### src/rtl/tcc_pkg.sv
// package for the sixteen-bit timer counter core: register map, fields, carriers
package tcc_pkg;
  // register indices; the byte address on the bus is four times the index
  localparam logic [9:0] IDX_RUN_CONTROL    = 10'h180;
  localparam logic [9:0] IDX_STATUS         = 10'h181;
  localparam logic [9:0] IDX_MODE_SELECT    = 10'h182;
  localparam logic [9:0] IDX_FLIPFLOP_CTRL  = 10'h183;
  localparam logic [9:0] IDX_COMPARE_A_LOW  = 10'h188;
  localparam logic [9:0] IDX_COMPARE_A_HIGH = 10'h189;
  localparam logic [9:0] IDX_COMPARE_B_LOW  = 10'h18a;
  localparam logic [9:0] IDX_COMPARE_B_HIGH = 10'h18b;
  localparam logic [9:0] IDX_CAPTURE_A_LOW  = 10'h18c;
  localparam logic [9:0] IDX_CAPTURE_A_HIGH = 10'h18d;
  localparam logic [9:0] IDX_CAPTURE_B_LOW  = 10'h18e;
  localparam logic [9:0] IDX_CAPTURE_B_HIGH = 10'h18f;

  // run_control fields
  localparam int unsigned BIT_COUNTER_RUN   = 0;
  localparam int unsigned BIT_PRESCALER_RUN = 2;
  localparam int unsigned BIT_DOUBLE_BUF_EN = 7;
  // mode_select fields
  localparam int unsigned LSB_CLOCK_SELECT  = 0;
  localparam int unsigned BIT_MATCH_CLR_EN  = 2;
  localparam int unsigned BIT_SOFT_CAPTURE  = 5;

  // reset values
  localparam logic [7:0] RST_RUN_CONTROL = 8'h00;
  localparam logic [7:0] RST_MODE_SELECT = 8'h20;
  localparam logic [7:0] RST_FLIPFLOP    = 8'h00;
  localparam logic [15:0] RST_WORD       = 16'h0000;

  // timing constants
  localparam logic [1:0]  BASE_DIV_LAST  = 2'h3;
  localparam logic [15:0] COUNT_ALL_ONES = 16'hffff;
  localparam logic [15:0] COUNT_ONE      = 16'h0001;
  localparam logic [4:0]  PRESC_ONE      = 5'h01;
  localparam logic [4:0]  PRESC_DIV8_END = 5'h07;
  localparam logic [4:0]  PRESC_DIV32_END = 5'h1f;

  // count clock select encoding
  localparam logic [1:0] CLK_SEL_EXTERNAL = 2'h0;
  localparam logic [1:0] CLK_SEL_DIV2     = 2'h1;
  localparam logic [1:0] CLK_SEL_DIV8     = 2'h2;
  localparam logic [1:0] CLK_SEL_DIV32    = 2'h3;

  typedef struct packed {
    logic div2;
    logic div8;
    logic div32;
  } tcc_tick_type;

  typedef struct packed {
    logic counter_overflow_irq;
    logic match_a;
    logic match_b;
  } tcc_event_type;
endpackage : tcc_pkg

### src/rtl/tcc_core.sv
// sixteen-bit timer counter channel with prescaler, compares, captures, wishbone slave
//
// Design decision made here: the Wishbone interface to the registers.
`timescale 1ns/100ps
module tcc_core #(
  parameter int unsigned ADR_W = 12
) (
  // clock and reset
  input  wire logic                 clk_i,
  input  wire logic                 rst_i,
  // wishbone classic slave
  input  wire logic                 wb_cyc_i,
  input  wire logic                 wb_stb_i,
  input  wire logic                 wb_we_i,
  input  wire logic [ADR_W-1:0]     wb_adr_i,
  input  wire logic [3:0]           wb_sel_i,
  input  wire logic [31:0]          wb_dat_i,
  output logic      [31:0]          wb_dat_o,
  output logic                      wb_ack_o,
  // prescaler source tick from the clock gear, same clock domain
  input  wire logic                 src_tick_i,
  // pins
  input  wire logic                 external_clock_input_i,
  input  wire logic                 external_trigger_input_i,
  // channel outputs
  output tcc_pkg::tcc_event_type    events_o,
  output logic      [15:0]          up_counter_o
);
  import tcc_pkg::*;

  logic [7:0]    run_control_r;
  logic [7:0]    mode_select_r;
  logic [7:0]    flipflop_control_r;
  logic [1:0]    src_div_r;
  logic [4:0]    presc_r;
  logic [15:0]   up_counter_r;
  logic [15:0]   compare_a_r;
  logic [15:0]   compare_b_r;
  logic [15:0]   buffer_a_r;
  logic          buf_low_flag_r;
  logic          buf_high_flag_r;
  logic          cmp_a_valid_r;
  logic          cmp_b_valid_r;
  logic [15:0]   capture_a_r;
  logic [15:0]   capture_b_r;
  logic [2:0]    ext_clk_sync_r;
  logic [2:0]    ext_trg_sync_r;
  logic          ack_r;
  logic [31:0]   dat_r;
  tcc_event_type events_r;

  logic          base_tick;
  tcc_tick_type  tick;
  logic          count_tick;
  logic          counter_run;
  logic          prescaler_run;
  logic          double_buffer_enable;
  logic          match_clear_enable;
  logic          hit_a;
  logic          hit_b;
  logic          clear_hit;
  logic          transfer;
  logic          wb_req;
  logic          wr_en;
  logic [9:0]    idx;
  logic [7:0]    wr_byte;
  logic [15:0]   up_counter_nxt;

  assign counter_run          = run_control_r[BIT_COUNTER_RUN];
  assign prescaler_run        = run_control_r[BIT_PRESCALER_RUN];
  assign double_buffer_enable = run_control_r[BIT_DOUBLE_BUF_EN];
  assign match_clear_enable   = mode_select_r[BIT_MATCH_CLR_EN];

  // bus decode: one request per access, taken in the cycle before ack
  assign wb_req  = wb_cyc_i && wb_stb_i && !ack_r;
  assign wr_en   = wb_req && wb_we_i && wb_sel_i[0];
  assign idx     = wb_adr_i[11:2];
  assign wr_byte = wb_dat_i[7:0];

  // base tick: source tick divided by four
  always_ff @(posedge clk_i) begin
    if (rst_i) begin
      src_div_r <= 2'h0;
    end else if (src_tick_i) begin
      src_div_r <= src_div_r + 2'h1;
    end
  end
  assign base_tick = src_tick_i && (src_div_r == BASE_DIV_LAST);

  // prescaler
  always_ff @(posedge clk_i) begin
    if (rst_i) begin
      presc_r <= 5'h00;
    end else if (!prescaler_run) begin
      presc_r <= 5'h00;
    end else if (base_tick) begin
      presc_r <= presc_r + PRESC_ONE;
    end
  end

  // each tick fires as the matching prescaler bits roll over
  assign tick.div2  = prescaler_run && base_tick && presc_r[0];
  assign tick.div8  = prescaler_run && base_tick && (presc_r[2:0] == PRESC_DIV8_END[2:0]);
  assign tick.div32 = prescaler_run && base_tick && (presc_r == PRESC_DIV32_END);

  // external pins pass two flops; third stage only feeds the edge detect
  always_ff @(posedge clk_i) begin
    if (rst_i) begin
      ext_clk_sync_r <= 3'h0;
      ext_trg_sync_r <= 3'h0;
    end else begin
      ext_clk_sync_r <= {ext_clk_sync_r[1:0], external_clock_input_i};
      ext_trg_sync_r <= {ext_trg_sync_r[1:0], external_trigger_input_i};
    end
  end

  // count clock select
  always_comb begin
    case (mode_select_r[LSB_CLOCK_SELECT +: 2])
      CLK_SEL_EXTERNAL: count_tick = ext_clk_sync_r[1] && !ext_clk_sync_r[2];
      CLK_SEL_DIV2:     count_tick = tick.div2;
      CLK_SEL_DIV8:     count_tick = tick.div8;
      CLK_SEL_DIV32:    count_tick = tick.div32;
      default:          count_tick = 1'b0;
    endcase
  end

  // comparators; a compare with only its low byte written stays quiet
  assign hit_a     = counter_run && count_tick && cmp_a_valid_r
                     && (up_counter_r == compare_a_r);
  assign hit_b     = counter_run && count_tick && cmp_b_valid_r
                     && (up_counter_r == compare_b_r);
  assign clear_hit = hit_b && match_clear_enable;
  assign transfer  = hit_b && double_buffer_enable
                     && buf_low_flag_r && buf_high_flag_r;

  // up counter
  always_comb begin
    up_counter_nxt = up_counter_r;
    if (!counter_run) begin
      up_counter_nxt = RST_WORD;
    end else if (clear_hit) begin
      up_counter_nxt = RST_WORD;
    end else if (count_tick) begin
      up_counter_nxt = up_counter_r + COUNT_ONE;
    end
  end

  always_ff @(posedge clk_i) begin
    if (rst_i) begin
      up_counter_r <= RST_WORD;
    end else begin
      up_counter_r <= up_counter_nxt;
    end
  end
  assign up_counter_o = up_counter_r;

  // event pulses, one cycle each
  always_ff @(posedge clk_i) begin
    if (rst_i) begin
      events_r <= '0;
    end else begin
      events_r.counter_overflow_irq <= counter_run && count_tick && !clear_hit
                                       && (up_counter_r == COUNT_ALL_ONES);
      events_r.match_a <= hit_a;
      events_r.match_b <= hit_b;
    end
  end
  assign events_o = events_r;

  // control registers (eleven documented bytes plus status)
  always_ff @(posedge clk_i) begin
    if (rst_i) begin
      run_control_r      <= RST_RUN_CONTROL;
      mode_select_r      <= RST_MODE_SELECT;
      flipflop_control_r <= RST_FLIPFLOP;
    end else if (wr_en) begin
      case (idx)
        IDX_RUN_CONTROL:   run_control_r      <= wr_byte;
        IDX_MODE_SELECT:   mode_select_r      <= wr_byte;
        IDX_FLIPFLOP_CTRL: flipflop_control_r <= wr_byte;
        default:           run_control_r      <= run_control_r;
      endcase
    end
  end

  // compare a and its buffer share one address
  always_ff @(posedge clk_i) begin
    if (rst_i) begin
      compare_a_r <= RST_WORD;
      buffer_a_r  <= RST_WORD;
    end else begin
      if (wr_en && idx == IDX_COMPARE_A_LOW) begin
        buffer_a_r[7:0] <= wr_byte;
      end
      if (wr_en && idx == IDX_COMPARE_A_HIGH) begin
        buffer_a_r[15:8] <= wr_byte;
      end
      if (transfer) begin
        compare_a_r <= buffer_a_r;
      end else if (wr_en && !double_buffer_enable && idx == IDX_COMPARE_A_LOW) begin
        compare_a_r[7:0] <= wr_byte;
      end else if (wr_en && !double_buffer_enable && idx == IDX_COMPARE_A_HIGH) begin
        compare_a_r[15:8] <= wr_byte;
      end
    end
  end

  // buffer written flags: a write in the transfer cycle keeps its flag set
  always_ff @(posedge clk_i) begin
    if (rst_i) begin
      buf_low_flag_r  <= 1'b0;
      buf_high_flag_r <= 1'b0;
    end else begin
      buf_low_flag_r  <= (wr_en && idx == IDX_COMPARE_A_LOW)
                         || (buf_low_flag_r && !transfer);
      buf_high_flag_r <= (wr_en && idx == IDX_COMPARE_A_HIGH)
                         || (buf_high_flag_r && !transfer);
    end
  end

  // compare b, and valid flags: low write disarms (compare a only with double buffering off), high write arms
  always_ff @(posedge clk_i) begin
    if (rst_i) begin
      compare_b_r   <= RST_WORD;
      cmp_a_valid_r <= 1'b0;
      cmp_b_valid_r <= 1'b0;
    end else if (wr_en) begin
      case (idx)
        IDX_COMPARE_A_LOW:  cmp_a_valid_r <= double_buffer_enable && cmp_a_valid_r;
        IDX_COMPARE_A_HIGH: cmp_a_valid_r <= 1'b1;
        IDX_COMPARE_B_LOW: begin
          compare_b_r[7:0] <= wr_byte;
          cmp_b_valid_r    <= 1'b0;
        end
        IDX_COMPARE_B_HIGH: begin
          compare_b_r[15:8] <= wr_byte;
          cmp_b_valid_r     <= 1'b1;
        end
        default: cmp_b_valid_r <= cmp_b_valid_r;
      endcase
    end
  end

  // captures: a by software write with soft capture bit low, b on trigger pin rise
  always_ff @(posedge clk_i) begin
    if (rst_i) begin
      capture_a_r <= RST_WORD;
      capture_b_r <= RST_WORD;
    end else begin
      if (wr_en && idx == IDX_MODE_SELECT && !wr_byte[BIT_SOFT_CAPTURE]) begin
        capture_a_r <= up_counter_r;
      end
      if (ext_trg_sync_r[1] && !ext_trg_sync_r[2]) begin
        capture_b_r <= up_counter_r;
      end
    end
  end

  // bus answer: ack one cycle after the request, unmapped reads give zero
  always_ff @(posedge clk_i) begin
    if (rst_i) begin
      ack_r <= 1'b0;
      dat_r <= 32'h0000_0000;
    end else begin
      ack_r <= wb_req;
      dat_r <= 32'h0000_0000;
      if (wb_req && !wb_we_i) begin
        case (idx)
          IDX_RUN_CONTROL:    dat_r[7:0] <= run_control_r;
          IDX_STATUS:         dat_r[3:0] <= {buf_high_flag_r, buf_low_flag_r,
                                             cmp_b_valid_r, cmp_a_valid_r};
          IDX_MODE_SELECT:    dat_r[7:0] <= mode_select_r;
          IDX_FLIPFLOP_CTRL:  dat_r[7:0] <= flipflop_control_r;
          IDX_CAPTURE_A_LOW:  dat_r[7:0] <= capture_a_r[7:0];
          IDX_CAPTURE_A_HIGH: dat_r[7:0] <= capture_a_r[15:8];
          IDX_CAPTURE_B_LOW:  dat_r[7:0] <= capture_b_r[7:0];
          IDX_CAPTURE_B_HIGH: dat_r[7:0] <= capture_b_r[15:8];
          default:            dat_r      <= 32'h0000_0000;
        endcase
      end
    end
  end
  assign wb_ack_o = ack_r;
  assign wb_dat_o = dat_r;
endmodule : tcc_core

### config.mk
export PLATFORM = sky130hd
export DESIGN_NAME = tcc_core
export DESIGN_NICKNAME = d
export VERILOG_FILES = /design/src/rtl/tcc_pkg.sv /design/src/rtl/tcc_core.sv
export SDC_FILE = /design/constraint.sdc
export NUM_CORES = 1
export LEC_CHECK = 0
export BUFFER_PORTS_ARGS = -buffer_cell sky130_fd_sc_hd__buf_2
export CORE_MARGIN = 3
export CORE_UTILIZATION = 47
export CTS_CLUSTER_DIAMETER = 40
export DETAILED_ROUTE_END_ITERATION = 8
export PLACE_DENSITY_LB_ADDON = 0.3
export SLEW_MARGIN = 20
export SYNTH_ARGS = -nofsm -noshare
export SYNTH_HDL_FRONTEND = slang
export SYNTH_SLANG_ARGS = --single-unit
### constraint.sdc
create_clock -name clk_i -period 3 [get_ports clk_i]
set_clock_uncertainty 0.15 [all_clocks]
set_input_delay 0.6 -clock clk_i [delete_from_list [all_inputs] [get_ports clk_i]]
set_output_delay 0.6 -clock clk_i [all_outputs]
set_load 0.02 [all_outputs]
==> results.sh, run 1 <==
export IMPL_synthesis_area_um2=6580
export IMPL_syn_inst=742
export IMPL_synthArstFlopShare_pct=0
export IMPL_synth_top_area_share_pct=45.3
export IMPL_num_vias=5461
export IMPL_worstPathRequired_ps=3160
export IMPL_grt_overflow=0
export IMPL_layout_nets=842
export IMPL_totalPowerFinal_uw=4150
export IMPL_die_h_um=124
export IMPL_relSlewSlack_pct=58.5
export IMPL_clockRootBuffer="clkbuf_16"
export IMPL_clock_sinks=149
export IMPL_cts_made_buffers=17
export IMPL_track_usage_pct=23.0
export IMPL_max_freq_mhz=375
export IMPL_drt_total_wl_mm=17.9
export IMPL_cts_setup_buffers=0
export IMPL_reg2reg_depth=11
export IMPL_grt_setup_unrepaired="false"
export IMPL_globalplace_congestion=0.895
export IMPL_synth_top_area_cell="dfxtp_1"
export IMPL_tightest_slew_ps=623
export IMPL_synth_edf_count=0
export IMPL_cp_arrival_ps=2820
export IMPL_initial_core_util_pct=48.9
export IMPL_synth_ff_type="dfxtp_1"
export IMPL_clockBufferDepth=2
export IMPL_die_w_um=124
export IMPL_slowest_stage="dfxtp_1"
export IMPL_yosysSeqAreaShare_pct=45.3
export IMPL_worst_skew_pair_late_latency_ps=430
export IMPL_critPathTopFamily="compound AO/OA/AOI/OAI gates"
export IMPL_cts_tree="built"
export IMPL_period_minus_slack_ps=2670
export IMPL_drv_cap=0
export IMPL_area_delta_synth_final_pct=14.1
export IMPL_synthTopCellsByArea="dfxtp_1 45%, mux2i_1 10%, nor2_1 5.4%"
export IMPL_leakagePower_uw=0.00300
export IMPL_fin_util_pct=55.8
export IMPL_drive_gt1_share_pct=15.3
export IMPL_cts_resized=0
export IMPL_postCtsHoldBufs=0
export IMPL_holdPathStages=2
export IMPL_grt_max_degree=46
export IMPL_outcome="complete, no violations"
export IMPL_pin_count=108
export IMPL_drt_initial_drc_count=619
export IMPL_path_buf_inv=2
export IMPL_synth_seq_cells=149
export IMPL_path_depth=11
export IMPL_path_class="register to register"
export IMPL_endpoint_kind="register"
export IMPL_final_area_um2=7510
export IMPL_hpwl_mm=12.3
export IMPL_cts_max_level=4
export IMPL_viasPerCell=5.64
export IMPL_firstDrtPassIters=6
export IMPL_num_rows=42
export IMPL_yosysMostFrequentCell="dfxtp_1"
export IMPL_fill_cells=1180
export IMPL_synth_commonest_cells="149 x dfxtp_1, 94 x nor2_1, 73 x nand2_1"
export IMPL_grt_pass1_wl_mm=27.9
export IMPL_cpPeakStageDelay_ps=410
export IMPL_synth_avg_cell_area_um2=8.87
export IMPL_power_density_nw_per_um2=553
export IMPL_placed_area_um2=6960
export IMPL_ys_types=51
export IMPL_core_um2=13500
export IMPL_crit_fanout=17
export IMPL_startpoint_type="register"
export IMPL_clk_pin_slew_worst_paths_ps=60
export IMPL_die_area_um2=15500
export IMPL_worstPathCellList="ha_1 -> and3_1 -> ha_1 -> nand2_1 -> a211o_1 -> o21ai_0 -> buf_4 -> nand3_1 -> o21ai_1 -> buf_4 -> nor3_1"
export IMPL_antenna_found_initial=0
export IMPL_first_global_vias=5039
export IMPL_setup_violations=0
export IMPL_tns_ps=0
export IMPL_final_hold_violation_count=0
export IMPL_min_period_over_period_pct=88.9
export IMPL_wl_per_cell_um=18.4
export IMPL_finalMaxSlewViolations=0
export IMPL_io_buffers=54
export IMPL_final_antenna_net_count=0
export IMPL_peakVddDrop_uv=323
export IMPL_antennaDiodeCount=0
export IMPL_yosys_warnings=0
export IMPL_drc_errors=0
export IMPL_min_path_type="input pin to register"
## cell families after synthesis
group	count (synthesis)	synth area share (%)
simple gates	261	18.7
mux	66	10.0
xor+xnor	48	6.39
compound gates	121	11.7
flops	149	45.3
other cells	1	0.0570
fa+ha+maj	5	0.950
buf+inv	91	6.86
## worst paths after layout
kind | from | slack, ps | end
worst min-delay path | external_trigger_input_i | 260 | ext_trg_sync_r[0]
worst max-delay path | presc_r[0] | 330 | events_o[2]
worst min register to register | ext_trg_sync_r[0] | 300 | ext_trg_sync_r[1]
worst max register to register | presc_r[0] | 330 | events_o[2]
## placed cells by master (no fill, tap or decap), types with 24 or more instances in the layout
master   Yosys  layout
nand2_1     73      73
dfxtp_1    149     149
nor2_1      94      94
buf_4       25      31
a21oi_1     51      51
buf_2        7      53
conb_1       1      24
mux2i_1     66      66
nand3_1     32      32
xnor2_1     30      30
## flip-flops by register name, summed over array words and instances, names as in the netlist
| register | flops |
|---|---|
| src_div_r | 2 |
| buffer_a_r | 16 |
| events_o | 3 |
| up_counter_o | 16 |
| compare_a_r | 16 |
| run_control_r | 8 |
| wb_dat_o | 8 |
| ext_clk_sync_r | 3 |
| cmp_b_valid_r | 1 |
| compare_b_r | 16 |
| ext_trg_sync_r | 3 |
| flipflop_control_r | 8 |
| buf_high_flag_r | 1 |
| cmp_a_valid_r | 1 |
| capture_a_r | 16 |
| buf_low_flag_r | 1 |
| mode_select_r | 8 |
| presc_r | 5 |
| wb_ack_o | 1 |
| capture_b_r | 16 |
## cell type report
type	instances	area, um2	share of cell area, %
Multi-Input combinational cell	525	3240	43.1
Clock buffer	20	447	5.95
Timing Repair Buffer	84	498	6.63
Inverter	4	15.0	0.200
Clock inverter	10	109	1.45
Tap cell	176	220	2.93
Sequential cell	149	2980	39.7
## metal layers
layer  global-route usage (%)  wire length [um]  vias to the layer above
met5                        0                 0                        -
met4                     7.09               201                        0
met3                     4.80              1420                       14
met2                     35.8              8280                      223
met1                     32.1              7960                     2622
li1                         -                 -                     2602
## per-stage QoR
stage               hold WS (ps)  std cells  setup slack [ps]
floorplan                    264        765               218
global placement             274        938               203
detailed placement           286        938               143
CTS                          255        968               339
global route                 279        968               213
finish                       258        968               334
## power breakdown
| group | switching (uW) | internal, uW | total, uW |
|---|---|---|---|
| clock | 796 | 1230 | 2020 |
| sequential | 3.76 | 1990 | 1990 |
| combinational | 111 | 31.0 | 142 |
| total | 911 | 3240 | 4150 |
No activity file was read; power rests on OpenSTA's default activity.
==> inputs of run 2 (changes only) <==
--- a/config.mk
+++ b/config.mk
@@ -11,7 +11,9 @@
 export CTS_CLUSTER_DIAMETER = 40
 export DETAILED_ROUTE_END_ITERATION = 8
 export PLACE_DENSITY_LB_ADDON = 0.3
+export RECOVER_POWER = 100
 export SLEW_MARGIN = 20
 export SYNTH_ARGS = -nofsm -noshare
 export SYNTH_HDL_FRONTEND = slang
 export SYNTH_SLANG_ARGS = --single-unit
+export TNS_END_PERCENT = 20
==> run 2 against run 1 <==
Net effect:
- final cell count did not move
- clock power is essentially flat
- maximum frequency decreased by 3.3%
- global-route usage unchanged
- register-to-register slack lost 60 ps
- final area fell by 1.4%
- routed wire length about the same
- total power decreased by 0.24%
- non-clock buffer count did not move
- highest routed layer unchanged
- largest cell class unchanged
- critical endpoint is now capture_a_r[14]
- clock-buffer cell count unchanged
==> results.sh, run 2 (same netlist as run 1, synthesis figures left out) <==
export IMPL_outcome="complete, no violations"
export IMPL_tightest_slew_ps=1040
export IMPL_clk_pin_slew_worst_paths_ps=60
export IMPL_io_buffers=54
export IMPL_cts_tree="built"
export IMPL_num_vias=5390
export IMPL_hpwl_mm=12.3
export IMPL_grt_max_degree=46
export IMPL_clockRootBuffer="clkbuf_16"
export IMPL_fin_util_pct=55.0
export IMPL_layout_nets=842
export IMPL_finalMaxSlewViolations=0
export IMPL_grt_pass1_wl_mm=27.9
export IMPL_p_clk_share_pct=48.7
export IMPL_viasPerCell=5.57
export IMPL_internal_power_uw=3240
export IMPL_globalplace_congestion=0.895
export IMPL_drc_errors=0
export IMPL_stdcell_count=968
export IMPL_endpoint_kind="register"
export IMPL_leakagePower_uw=0.00284
export IMPL_power_density_nw_per_um2=560
export IMPL_relSlewSlack_pct=30.5
export IMPL_track_usage_pct=23.0
export IMPL_cts_setup_buffers=0
export IMPL_area_delta_synth_final_pct=12.5
export IMPL_cts_max_level=4
export IMPL_tns_ps=0
export IMPL_postCtsHoldBufs=0
export IMPL_die_area_um2=15500
export IMPL_firstDrtPassIters=6
export IMPL_pwr_share_seq_pct=48.0
export IMPL_drt_total_wl_mm=17.9
export IMPL_initial_core_util_pct=48.9
export IMPL_antennaDiodeCount=0
export IMPL_cts_made_buffers=17
export IMPL_switching_share_pct=21.8
export IMPL_final_cell_mix="149 x dfxtp_1, 96 x nor2_1, 73 x nand2_1, 66 x mux2i_1, 51 x a21oi_1"
export IMPL_period_minus_slack_ps=2760
export IMPL_switchingPower_uw=902
export IMPL_core_um2=13500
export IMPL_min_period_over_period_pct=91.9
export IMPL_max_freq_mhz=363
export IMPL_pwr_share_comb_pct=3.3
export IMPL_clock_sinks=149
export IMPL_cts_resized=0
export IMPL_worstPathRequired_ps=3120
export IMPL_worst_skew_pair_late_latency_ps=430
export IMPL_final_antenna_net_count=0
export IMPL_peakVddDrop_uv=325
export IMPL_grt_overflow=0
export IMPL_min_path_type="input pin to register"
export IMPL_crit_fanout=17
export IMPL_dp_cells=938
export IMPL_drt_initial_drc_count=680
export IMPL_pin_count=108
export IMPL_layout_commonest_cell="dfxtp_1"
export IMPL_wl_per_cell_um=18.4
export IMPL_die_w_um=124
export IMPL_cp_arrival_ps=2870
export IMPL_drv_cap=0
export IMPL_startpoint_type="input pin"
export IMPL_setup_violations=0
export IMPL_drive_gt1_share_pct=10.5
export IMPL_die_h_um=124
export IMPL_num_rows=42
export IMPL_final_hold_violation_count=0
export IMPL_path_class="input pin to register"
export IMPL_antenna_found_initial=0
export IMPL_clockBufferDepth=2
export IMPL_first_global_vias=5039
export IMPL_grt_setup_unrepaired="false"
run 2: layer usage:
| metal | global-route usage (%) | share of wire, % | vias to the layer above |
|---|---|---|---|
| met3 | 4.80 | 8.5 | 21 |
| li1 | - | - | 2597 |
| met2 | 35.8 | 46 | 223 |
| met5 | 0 | 0 | - |
| met4 | 7.09 | 1.5 | 0 |
| met1 | 32.1 | 44 | 2549 |
run 2: final timing paths:
check	endpoint	cells past startpoint	startpoint	slack (ps)
max	capture_a_r[14]	8	wb_adr_i[8]	240
min	ext_trg_sync_r[0]	2	external_trigger_input_i	260
max reg2reg	events_o[2]	11	presc_r[0]	270
min reg2reg	ext_trg_sync_r[1]	1	ext_trg_sync_r[0]	300
run 2: area by class of cell:
class	instances	area, um2
sequential	149	2980
inverter	4	15.0
clock buffer	20	447
multi-input combinational	525	3210
clock inverter	10	109
tap	176	220
fill	1215	6050
timing repair buffer	84	423
run 2: critical path, cell delays in order:
cell and delay [ps]:
clkbuf_1 90, or4b_1 540, buf_4 180, nor4_2 410, nand2_4 180, nor2_4 530
mux2i_1 270, nor2_1 60
run 2: through the flow:
step | hold slack, ps | cell area [um2] | setup slack, ps | power, uW
6_report | 256 | 7400 | 243 | 4140
5_1_grt | 279 | 7400 | 123 | 4260
4_1_cts | 255 | 7510 | 339 | 4170
3_5_place_dp | 286 | 6960 | 143 | 2170
3_3_place_gp | 274 | 6960 | 203 | 2170
2_1_floorplan | 264 | 6670 | 218 | 2150
run 2: power by group through the flow:
stage | clock network (uW) | logic [uW] | registers (uW)
detailed placement | 0 | 139 | 2030
floorplan | 0 | 116 | 2030
CTS | 2040 | 140 | 1990
finish | 2020 | 138 | 1990
global route | 2130 | 149 | 1990
global placement | 0 | 136 | 2030
